<file path="src/verilog/mcrb_consts.svh">
// Constants for the monitor configuration register bank
`ifndef MCRB_CONSTS_SVH
`define MCRB_CONSTS_SVH

// ----------------------------------------
// Register offsets
// ----------------------------------------
`define MCRB_OFS_FIRST    8'h8B
`define MCRB_OFS_LAST     8'hA1
`define MCRB_OFS_CONFIG   8'h8B
`define MCRB_OFS_SLAVE    8'h8C
`define MCRB_OFS_RSVD_A   8'h8D
`define MCRB_OFS_SHIFT12  8'h8E
`define MCRB_OFS_SHIFT34  8'h8F
`define MCRB_OFS_RSVD_B   8'h90
`define MCRB_OFS_G_SUPPLY 8'h92
`define MCRB_OFS_G_ONE    8'h94
`define MCRB_OFS_G_TWO    8'h96
`define MCRB_OFS_G_3FINE  8'h98
`define MCRB_OFS_G_FOUR   8'h9A
`define MCRB_OFS_G_3COARS 8'h9C
`define MCRB_OFS_RSVD_C   8'h9E
`define MCRB_NBYTES       23

// ----------------------------------------
// Field positions
// ----------------------------------------
`define MCRB_BIT_CLR34    5
`define MCRB_BIT_FGATE    4
`define MCRB_BIT_FPIN     3
`define MCRB_BIT_IGNORE   2
`define MCRB_BIT_COARSE   1
`define MCRB_BIT_FINE     0
`define MCRB_SHIFT_HI     6
`define MCRB_SHIFT_LO     2

// ----------------------------------------
// Writable masks and reset values
// ----------------------------------------
`define MCRB_MASK_CONFIG  8'h3F
`define MCRB_MASK_SHIFT   8'h77
`define MCRB_MASK_FULL    8'hFF
`define MCRB_RST_CONFIG   8'h00
`define MCRB_RST_SHIFT34  8'h30
`define MCRB_RST_ZERO     8'h00
`define MCRB_RST_GAIN     16'h8000

// ----------------------------------------
// Slave addresses
// ----------------------------------------
`define MCRB_ADDR_FIXED   8'hA2
`define MCRB_ADDR_AUX     8'hA0

`endif

</file>
<file path="src/verilog/mcrb_pkg.sv">
// Types for the monitor configuration register bank
package mcrb_pkg;
  typedef enum logic [1:0] {mode_normal, mode_fine, mode_coarse} mcrb_mode_e;
  typedef enum logic [2:0] {chan_supply, chan_one, chan_two, chan_three, chan_four}
    mcrb_chan_e;
endpackage

</file>
<file path="src/verilog/mcrb_top.sv">
// Password-protected configuration, shift and gain register bank
`timescale 1ns/1ps
`default_nettype none
`include "mcrb_consts.svh"
module mcrb_top (
  input  wire logic                    clk_i,
  input  wire logic                    reset_i,
  input  wire logic [7:0]              host_addr_i,
  input  wire logic [7:0]              host_wdata_i,
  input  wire logic                    host_wr_i,
  input  wire logic                    host_rd_i,
  output logic      [7:0]              host_rdata_o,
  output logic                         host_rvalid_o,
  output logic                         host_refused_o,
  input  wire logic                    higher_password_level_i,
  input  wire logic                    lower_password_level_i,
  input  wire logic                    table_read_permit_i,
  input  wire logic                    table_read_write_permit_i,
  input  wire logic                    transmit_disable_input_i,
  input  wire logic                    transmit_fault_pin_i,
  input  wire logic                    internal_fault_gate_i,
  output logic                         transmit_disable_output_o,
  output logic                         clear_upper_inputs_o,
  input  wire logic                    address_source_select_i,
  output logic      [7:0]              main_slave_addr_o,
  output logic                         aux_memory_enable_o,
  output mcrb_pkg::mcrb_mode_e         strength_mode_o,
  input  wire logic                    result_valid_i,
  input  wire mcrb_pkg::mcrb_chan_e    result_chan_i,
  input  wire logic                    result_fine_i,
  input  wire logic [15:0]             result_raw_i,
  output logic                         result_valid_o,
  output logic      [15:0]             result_o,
  output logic      [15:0]             supply_gain_o,
  output logic      [15:0]             input_one_gain_o,
  output logic      [15:0]             input_two_gain_o,
  output logic      [15:0]             input_three_fine_gain_o,
  output logic      [15:0]             input_four_gain_o,
  output logic      [15:0]             input_three_coarse_gain_o
);
  import mcrb_pkg::*;

  // ----------------------------------------
  // Access decode
  // ----------------------------------------
  logic                       in_range;
  logic                       rd_ok;
  logic                       wr_ok;
  logic                       wr_take;
  logic [4:0]                 idx;
  logic [7:0]                 wmask;
  logic [7:0]                 wbyte;
  logic [`MCRB_NBYTES*8-1:0]  bytes_w;
  logic [7:0]                 sel_byte;

  assign in_range = host_addr_i >= `MCRB_OFS_FIRST && host_addr_i <= `MCRB_OFS_LAST;
  assign idx      = 5'(host_addr_i - `MCRB_OFS_FIRST);

  // Permission levels
  assign rd_ok = higher_password_level_i
               | (lower_password_level_i
                  & (table_read_permit_i | table_read_write_permit_i));
  assign wr_ok = higher_password_level_i
               | (lower_password_level_i & table_read_write_permit_i);

  assign wr_take = host_wr_i && in_range && wr_ok;

  // Reserved bits of packed registers stay zero
  always_comb begin
    if (host_addr_i == `MCRB_OFS_CONFIG) begin
      wmask = `MCRB_MASK_CONFIG;
    end else if (host_addr_i == `MCRB_OFS_SHIFT12 || host_addr_i == `MCRB_OFS_SHIFT34) begin
      wmask = `MCRB_MASK_SHIFT;
    end else begin
      wmask = `MCRB_MASK_FULL;
    end
  end

  assign wbyte = host_wdata_i & wmask;

  // ----------------------------------------
  // Storage
  // ----------------------------------------
  mcrb_nv_store u_store (
    .clk_i   (clk_i),
    .reset_i (reset_i),
    .wr_i    (wr_take),
    .idx_i   (idx),
    .wdata_i (wbyte),
    .bytes_o (bytes_w)
  );

  assign sel_byte = in_range ? bytes_w[idx*8 +: 8] : 8'h00;

  // ----------------------------------------
  // Host read answer
  // ----------------------------------------
  always_ff @(posedge clk_i or posedge reset_i) begin
    if (reset_i) begin
      host_rdata_o  <= 8'h00;
      host_rvalid_o <= 1'b0;
    end else begin
      host_rvalid_o <= host_rd_i;
      if (host_rd_i) begin
        host_rdata_o <= rd_ok ? sel_byte : 8'h00;
      end
    end
  end

  always_ff @(posedge clk_i or posedge reset_i) begin
    if (reset_i) begin
      host_refused_o <= 1'b0;
    end else begin
      host_refused_o <= (host_rd_i && !rd_ok) || (host_wr_i && !wr_ok);
    end
  end

  // ----------------------------------------
  // Field views
  // ----------------------------------------
  localparam int IX_CFG  = int'(`MCRB_OFS_CONFIG  - `MCRB_OFS_FIRST);
  localparam int IX_SLV  = int'(`MCRB_OFS_SLAVE   - `MCRB_OFS_FIRST);
  localparam int IX_S12  = int'(`MCRB_OFS_SHIFT12 - `MCRB_OFS_FIRST);
  localparam int IX_S34  = int'(`MCRB_OFS_SHIFT34 - `MCRB_OFS_FIRST);
  localparam int IX_GSUP = int'(`MCRB_OFS_G_SUPPLY - `MCRB_OFS_FIRST);
  localparam int IX_G1   = int'(`MCRB_OFS_G_ONE    - `MCRB_OFS_FIRST);
  localparam int IX_G2   = int'(`MCRB_OFS_G_TWO    - `MCRB_OFS_FIRST);
  localparam int IX_G3F  = int'(`MCRB_OFS_G_3FINE  - `MCRB_OFS_FIRST);
  localparam int IX_G4   = int'(`MCRB_OFS_G_FOUR   - `MCRB_OFS_FIRST);
  localparam int IX_G3C  = int'(`MCRB_OFS_G_3COARS - `MCRB_OFS_FIRST);

  logic [7:0] tx_disable_rssi_config;
  logic [7:0] programmable_slave_address;
  logic [7:0] shift_inputs_one_two;
  logic [7:0] shift_inputs_three_four;
  logic       clear_upper_inputs_on_disable;
  logic       fault_gate_disable_enable;
  logic       fault_pin_disable_enable;
  logic       disable_input_ignore;
  logic       strength_force_coarse;
  logic       strength_force_fine;

  assign tx_disable_rssi_config     = bytes_w[IX_CFG*8 +: 8];
  assign programmable_slave_address = bytes_w[IX_SLV*8 +: 8];
  assign shift_inputs_one_two       = bytes_w[IX_S12*8 +: 8];
  assign shift_inputs_three_four    = bytes_w[IX_S34*8 +: 8];

  assign clear_upper_inputs_on_disable = tx_disable_rssi_config[`MCRB_BIT_CLR34];
  assign fault_gate_disable_enable     = tx_disable_rssi_config[`MCRB_BIT_FGATE];
  assign fault_pin_disable_enable      = tx_disable_rssi_config[`MCRB_BIT_FPIN];
  assign disable_input_ignore          = tx_disable_rssi_config[`MCRB_BIT_IGNORE];
  assign strength_force_coarse         = tx_disable_rssi_config[`MCRB_BIT_COARSE];
  assign strength_force_fine           = tx_disable_rssi_config[`MCRB_BIT_FINE];

  // Gain words, high byte at the even offset
  assign supply_gain_o             = {bytes_w[IX_GSUP*8 +: 8], bytes_w[IX_GSUP*8+8 +: 8]};
  assign input_one_gain_o          = {bytes_w[IX_G1*8 +: 8], bytes_w[IX_G1*8+8 +: 8]};
  assign input_two_gain_o          = {bytes_w[IX_G2*8 +: 8], bytes_w[IX_G2*8+8 +: 8]};
  assign input_three_fine_gain_o   = {bytes_w[IX_G3F*8 +: 8], bytes_w[IX_G3F*8+8 +: 8]};
  assign input_four_gain_o         = {bytes_w[IX_G4*8 +: 8], bytes_w[IX_G4*8+8 +: 8]};
  assign input_three_coarse_gain_o = {bytes_w[IX_G3C*8 +: 8], bytes_w[IX_G3C*8+8 +: 8]};

  // ----------------------------------------
  // Transmit disable and flag clear
  // ----------------------------------------
  logic txd_src;
  logic flt_src;
  logic gate_src;

  assign txd_src  = transmit_disable_input_i & ~disable_input_ignore;
  assign flt_src  = transmit_fault_pin_i & fault_pin_disable_enable;
  assign gate_src = internal_fault_gate_i & fault_gate_disable_enable;

  assign transmit_disable_output_o = txd_src | flt_src | gate_src;

  // Holds while the disable input is asserted
  assign clear_upper_inputs_o = transmit_disable_input_i & clear_upper_inputs_on_disable;

  // ----------------------------------------
  // Strength mode and slave address
  // ----------------------------------------
  always_comb begin
    case ({strength_force_coarse, strength_force_fine})
      2'b01:   strength_mode_o = mode_fine;
      2'b10:   strength_mode_o = mode_coarse;
      default: strength_mode_o = mode_normal;
    endcase
  end

  assign main_slave_addr_o = address_source_select_i ? programmable_slave_address
                                                     : `MCRB_ADDR_FIXED;
  assign aux_memory_enable_o = programmable_slave_address != `MCRB_ADDR_AUX;

  // ----------------------------------------
  // Result shifting
  // ----------------------------------------
  mcrb_shift u_shift (
    .clk_i     (clk_i),
    .reset_i   (reset_i),
    .valid_i   (result_valid_i),
    .chan_i    (result_chan_i),
    .fine_i    (result_fine_i),
    .raw_i     (result_raw_i),
    .shift12_i (shift_inputs_one_two),
    .shift34_i (shift_inputs_three_four),
    .valid_o   (result_valid_o),
    .result_o  (result_o)
  );
endmodule
`default_nettype wire

</file>
<file path="src/verilog/mcrb_nv_store.sv">
// Byte store for the register bank; reset reloads the factory content of every byte
`timescale 1ns/1ps
`default_nettype none
`include "mcrb_consts.svh"
module mcrb_nv_store (
  input  wire logic                       clk_i,
  input  wire logic                       reset_i,
  input  wire logic                       wr_i,
  input  wire logic [4:0]                 idx_i,
  input  wire logic [7:0]                 wdata_i,
  output logic      [`MCRB_NBYTES*8-1:0]  bytes_o
);
  import mcrb_pkg::*;

  // Factory content of each byte; gain words are high byte first
  function automatic logic [7:0] dflt(input int i);
    logic [7:0]  ofs;
    logic [15:0] gain;
    ofs  = 8'(i) + `MCRB_OFS_FIRST;
    gain = `MCRB_RST_GAIN;
    if (ofs == `MCRB_OFS_SHIFT34) begin
      return `MCRB_RST_SHIFT34;
    end else if (ofs >= `MCRB_OFS_G_SUPPLY && ofs < `MCRB_OFS_RSVD_C) begin
      return ofs[0] ? gain[7:0] : gain[15:8];
    end else begin
      return `MCRB_RST_ZERO;
    end
  endfunction

  genvar g;
  generate
    for (g = 0; g < `MCRB_NBYTES; g++) begin : g_byte
      localparam logic [7:0] RST_VAL = dflt(g);
      logic [7:0] mem_q;
      always_ff @(posedge clk_i or posedge reset_i) begin
        if (reset_i) begin
          mem_q <= RST_VAL;
        end else if (wr_i && idx_i == 5'(g)) begin
          mem_q <= wdata_i;
        end
      end
      assign bytes_o[g*8 +: 8] = mem_q;
    end
  endgenerate
endmodule
`default_nettype wire

</file>
<file path="src/verilog/mcrb_shift.sv">
// Right shift of finished monitor results
`timescale 1ns/1ps
`default_nettype none
`include "mcrb_consts.svh"
module mcrb_shift (
  input  wire logic                    clk_i,
  input  wire logic                    reset_i,
  input  wire logic                    valid_i,
  input  wire mcrb_pkg::mcrb_chan_e    chan_i,
  input  wire logic                    fine_i,
  input  wire logic [15:0]             raw_i,
  input  wire logic [7:0]              shift12_i,
  input  wire logic [7:0]              shift34_i,
  output logic                         valid_o,
  output logic      [15:0]             result_o
);
  import mcrb_pkg::*;

  logic [2:0] amt;

  always_comb begin
    amt = 3'h0;
    case (chan_i)
      chan_one:   amt = shift12_i[`MCRB_SHIFT_HI -: 3];
      chan_two:   amt = shift12_i[`MCRB_SHIFT_LO -: 3];
      // Coarse conversions of the third input pass unshifted
      chan_three: amt = fine_i ? shift34_i[`MCRB_SHIFT_HI -: 3] : 3'h0;
      chan_four:  amt = shift34_i[`MCRB_SHIFT_LO -: 3];
      default:    amt = 3'h0;
    endcase
  end

  always_ff @(posedge clk_i or posedge reset_i) begin
    if (reset_i) begin
      valid_o  <= 1'b0;
      result_o <= 16'h0000;
    end else begin
      valid_o <= valid_i;
      if (valid_i) begin
        result_o <= raw_i >> amt;
      end
    end
  end
endmodule
`default_nettype wire

</file>
<file path="config.mk">
export PLATFORM = sky130hd
export DESIGN_NAME = mcrb_top
export DESIGN_NICKNAME = d
export VERILOG_FILES = /design/src/verilog/mcrb_pkg.sv /design/src/verilog/mcrb_top.sv /design/src/verilog/mcrb_nv_store.sv /design/src/verilog/mcrb_shift.sv
export VERILOG_INCLUDE_DIRS = /design/src /design/src/verilog
export SDC_FILE = /design/constraint.sdc
export NUM_CORES = 1
export LEC_CHECK = 0
export BUFFER_PORTS_ARGS = -buffer_cell sky130_fd_sc_hd__buf_2
export CORE_UTILIZATION = 45
export CTS_CLUSTER_DIAMETER = 120
export CTS_CLUSTER_SIZE = 14
export DETAILED_ROUTE_END_ITERATION = 8
export PLACE_DENSITY_LB_ADDON = 0.08
export SKIP_CTS_REPAIR_TIMING = 1
export SLEW_MARGIN = 5
export SYNTH_ARGS = -nofsm -noshare
export SYNTH_HDL_FRONTEND = slang
export SYNTH_SLANG_ARGS = --single-unit
</file>
<file path="constraint.sdc">
create_clock -name clk_i -period 14.4 [get_ports clk_i]
set_clock_uncertainty 0.05 [all_clocks]
set_input_delay 0 -clock clk_i [delete_from_list [all_inputs] [get_ports clk_i]]
set_output_delay 0 -clock clk_i [all_outputs]
set_load 0.02 [all_outputs]
</file>
# After elaboration in Yosys (flattened, before gate mapping)
# Index checks and enable logic that the tools add are counted.
dict set report word_totals {
  in_bits 49
  reg_bits 211
  out_inout_bits 136
}
dict set report op_classes {
  n_addsub 1
  bitwise 13
  eq_ne 32
  n_mux 8
  n_reduce_logical 33
  shift 2
  order_cmp 2
}
# operator n
set ops {}
lappend ops {{$shiftx 184x9->8} 1}
lappend ops {{$eq 5x4->1 const B} 8}
lappend ops {{$mux 8} 5}
lappend ops {{$eq 5x5->1 const B} 7}
lappend ops {{$logic_and 1x1->1} 28}
lappend ops {{$eq 8x8->1 const B} 3}
lappend ops {{$eq 5x3->1 const B} 4}
lappend ops {{$shr 16x3->16} 1}
lappend ops {{$pmux 3 s4} 1}
lappend ops {{$eq 5x2->1 const B} 2}
lappend ops {{$and 8x8->8} 1}
lappend ops {{$ge 8x8->1 const B} 1}
lappend ops {{$le 8x8->1 const B} 1}
lappend ops {{$ne 8x8->1 const B} 1}
lappend ops {{$and 1x1->1} 6}
lappend ops {{$eq 3x2->1 const B} 2}
lappend ops {{$eq 5x1->1 const B} 1}
lappend ops {{$logic_not 5->1} 1}
lappend ops {{$or 1x1->1} 5}
lappend ops {{$sub 5x4->5 const B} 1}
lappend ops {{$pmux 2 s2} 1}
lappend ops {{$eq 3x1->1 const B} 1}
lappend ops {{$eq 3x3->1 const B} 1}
lappend ops {{$mux 3} 1}
lappend ops {{other kinds (5)} 7}

# Logic depth before layout (Yosys ltp)
dict set report logic_depth {
  depth_word 6
  ltp_mapped 14
  depth_no_buf 8
}

# Modules after synthesis
# A second synthesis with hierarchy kept.
dict set report hier_totals {
  cells_unflattened 785
  area_unflattened_um2 10553.9
}
# module area_each_um2 instances cells_each
set modules_own_cells {}
lappend modules_own_cells {mcrb_nv_store 7033.0 1 426}
lappend modules_own_cells {mcrb_top 2203.4 1 227}
lappend modules_own_cells {mcrb_shift 1317.5 1 132}

# Least setup slack after synthesis
# No wires, ideal clock.
dict set report synth_path {
  path_type {input-to-reg}
  startpoint {in host_addr_i[0]}
  endpoint {reg host_rdata_o[0]}
  path_stages 13
  path_slack_ns 10.837
  t_arrival_ns 3.387
  cell_sequence {buf_2 -> buf_2 -> buf_1 -> clkinv_1 -> ha_1 -> clkbuf_1 -> buf_2 -> buf_2 -> buf_2 -> mux4_2 -> a211oi_1 -> a21oi_1 -> a221o_1}
}
dict set report synth_between {
  elab_chain_cells 4
  word_cells_on_any_way 7
  classes_between {add/sub (1); order compare (2); shift (1); mux (2); reduce/logical (1)}
}
# element line
set synth_rtl {}
lappend synth_rtl {{start, declared} mcrb_top.sv:8} ;# input wire logic [7:0] host_addr_i,
lappend synth_rtl {{$sub 5x4->5 (no source line), or another cell as far along} --}
lappend synth_rtl {{$shiftx 184x9->8 / $logic_and 1x1->1 (equally long branches)} --}
lappend synth_rtl {{$mux 8 *} mcrb_top.sv:93} ;# assign sel_byte = in_range ? bytes_w[idx*8 +: 8] : 8'h00;
lappend synth_rtl {{$mux 8 *} mcrb_top.sv:105} ;# host_rdata_o <= rd_ok ? sel_byte : 8'h00;
lappend synth_rtl {{end signal, assigned} mcrb_top.sv:105}
lappend synth_rtl {{end, declared} mcrb_top.sv:12} ;# output logic [7:0] host_rdata_o,
# Every way passes the cells marked *; elsewhere a longest branch is shown, timed or not.
# A chain may end at the register's enable or synchronous reset.

# Worst setup path after layout
dict set report layout_path {
  startpoint {in host_addr_i[0]}
  endpoint {reg host_rdata_o[3]}
}
# Same word-level chain as after synthesis.

==> impl_results.md <==
* Clock Sinks at 211
* Power Dens Cells at 102 nW/um2
* Dominant cell type by area after synthesis: dfrtp_1
* Via density per instance at 5.59
* CP bufs+invs at 4
* Antenna cells at 0
* Max incr delay on CP at 0.63 ns
* Most common cell after layout, fill and taps aside: dfrtp_1
* Worst hold slack at -0.0159 ns
* Area grow syn2layout at 9.20%
* DRT iter0 DRCs at 469
* Final setup margin at 10.80 ns
* Post-DRT Antenna Nets at 0
* Arr. time, crit path at 3.93 ns
* Final Hold Vio Count at 2
* Max-cap violations at 0
* GRT Util Overall at 23.1%
* Post-synth EDFFs at 0
* DP HPWL at 20800 um
* Post-DP Area at 11900 um2
* Leakage at 6.32 nW
* CP max FO at 49
* Post-Layout Cell Count at 1294
* Worst Tran Pin Value at 1.19 ns
* Yosys cell types at 64
* Failing checks: negative hold slack
* Final WL at 30000 um
* Area contributors post-synth: dfrtp_1, mux2_2, mux4_2, buf_4, mux2_4
* Critical Path Sink Type: register
* Core area at 25200 um2
* Die span in x at 162 um
* CTS buffer count at 19
* Drt drc at 0
* RSZ-0062 raised after global routing: no
* Post-route minimum period at 3.60 ns
* Pin count of the biggest net entering global routing at 109
* Maximum clock rate at 278 MHz
* Critical Path RT at 14.73 ns
* Status: complete, but fails checks
* Wirelength per Cell at 23.2 um
* Crit-path slowest cell: buf_4
* Crit share post-route at 25.0%
* Most frequent cells in the layout: dfrtp_1, buf_2, mux2_2
* Kind of cell adding the most delay to the critical path: buffers and inverters
* Ys flop type: dfrtp_1
* CTS max path bufs at 3
* Vias in the first global route at 7299
* Layout cells sized above 1 at 50.2%
* Syn Nets at 931
* Initial antenna violation count at 0
* First-pass DRT Iterations at 4
* Crit start category: input port
* Die ar. at 26300 um2
* TNS Setup at 0 ns
* Register area share after synthesis at 45.8%
* Pre-CTS setup slack at 10.19 ns
* Vias at 7237
* R2r setup slk at 10.96 ns
* Fill cells at 2271
* CTS tree: yes
* CP cell instances: buf_2 -> buf_4 -> clkinv_1 -> ha_2 -> buf_4 -> mux4_2 -> nor2b_1 -> a211oi_1 -> a21oi_1 -> a221o_1
* Post-synth ARST share at 100%
* Clk Latency, worst-skew pair at 0.50 ns
* Pins Over Slew Limit at 0
* Mean Syn Cell Area at 13.2 um2
* Tightest Hold Check Type: in2reg
* I/O Pins at 185
* CP dominant cell by count: buf_4
* First-pass GRT wire length at 45800 um
* Crit Path Class: in2reg
* Post-synth top area share at 43.9%
* Port bufs at 184
* Relative slew slack at 20.0%
* Initial Util at 45.9%
* Mapped Cells at 876
* GP Congestion at 0.806
* Die Y at 162 um
* Nets at 1007
* Placed insts at 1248
* Peak VDD IR at 0.0000778 V
* Clock-pin slew on the worst setup and hold paths at 0.08 ns
* Synth warnings at 0
* FP Rows at 58
* Finish-stage setup viols at 0
* H-tree depth at 1
* Clock root buffer: clkbuf_16
* Finished Cell Area at 12600 um2
* Syn Std Cell Area at 11600 um2
* GRT Residual Overflow at 0
* Synth Register Bits at 211
[layer usage]
metal / vias to the layer above / track usage (%) / share of wire [%]
met4: 0 / 5.06 / 2.0
met1: 3749 / 32.4 / 44
li1: 3254 / - / -
met5: - / 0 / 0
met2: 186 / 38.3 / 49
met3: 48 / 2.99 / 4.6
[power by group]
group | switching [mW] | internal [mW] | leakage, nW | total [mW]
clock | 0.227 | 0.250 | 0.260 | 0.477
sequential | 0.0196 | 0.618 | 2.86 | 0.637
combinational | 0.102 | 0.0694 | 3.20 | 0.172
[synthesized netlist by cell type, types with 16 or more instances]
library cell	number
a21oi_1	29
buf_2	16
buf_4	98
clkbuf_1	22
dfrtp_1	203
mux2_2	153
mux2_4	32
mux2i_1	32
mux4_2	48
nand2_2	20
nor2_1	23
nor2b_1	22
[path summary, 6_finish.rpt]
kind / from / depth (start not counted) / end
min in group asynchronous: reset_i / 3 / u_shift.result_o[11]
worst max register to register: u_store.g_byte[3].mem_q[4] / 8 / u_shift.result_o[0]
worst min register to register: u_shift.result_o[11] / 1 / u_shift.result_o[11]
worst min-delay path: result_raw_i[5] / 4 / u_shift.result_o[3]
max in group asynchronous: reset_i / 4 / u_store.g_byte[8].mem_q[0]
worst max-delay path: host_addr_i[0] / 10 / host_rdata_o[3]
[layout make-up]
type,instances,area (um2),area share [%]
clock buffer,31,520,4.12
clock inverter,2,25.0,0.198
inverter,11,48.8,0.387
multi-input combinational,506,5230,41.4
sequential,211,5290,41.9
tap,330,413,3.27
timing repair buffer,203,1100,8.68
[worst reg2reg max path: stages, from the launching register on]
cell           delay (ns)
dfrtp_1              0.40
nand3b_1             0.09
a21oi_1              0.08
a311oi_1             0.95
mux2i_1              0.27
dlygate4sd3_1        0.57
mux2i_1              0.07
dlygate4sd3_1        0.58
a221o_1              0.29
[flip-flops by register name, summed over array words and instances, names as in the netlist]
register	cells
u_store.g_byte.mem_q	184
u_shift.result_o	16
host_rdata_o	8
host_refused_o	1
host_rvalid_o	1
u_shift.valid_o	1
[cell families (layout without fill, tap and decap cells)]
kind of cell	Yosys count	count (layout)	share of synthesized area [%]
adder cells (fa/ha/maj)	6	6	0.649
multiplexers	267	267	31.4
flip-flops	211	211	45.8
buffers and inverters	159	247	9.08
AO/OA/AOI/OAI	96	96	5.70
AND/OR/NAND/NOR	135	135	7.28
XOR/XNOR	2	2	0.152
[per-stage QoR]
step	hold WS (ns)	total power, mW	utilization (%)
floorplan	-0.0186	0.775	-
global placement	0.148	0.819	47.5
detailed placement	0.148	0.819	47.5
CTS	-0.382	1.30	49.6
global route	0.00527	1.34	50.1
finish	-0.0159	1.29	50.1
Note: power is estimated with default switching activity, not from simulation.
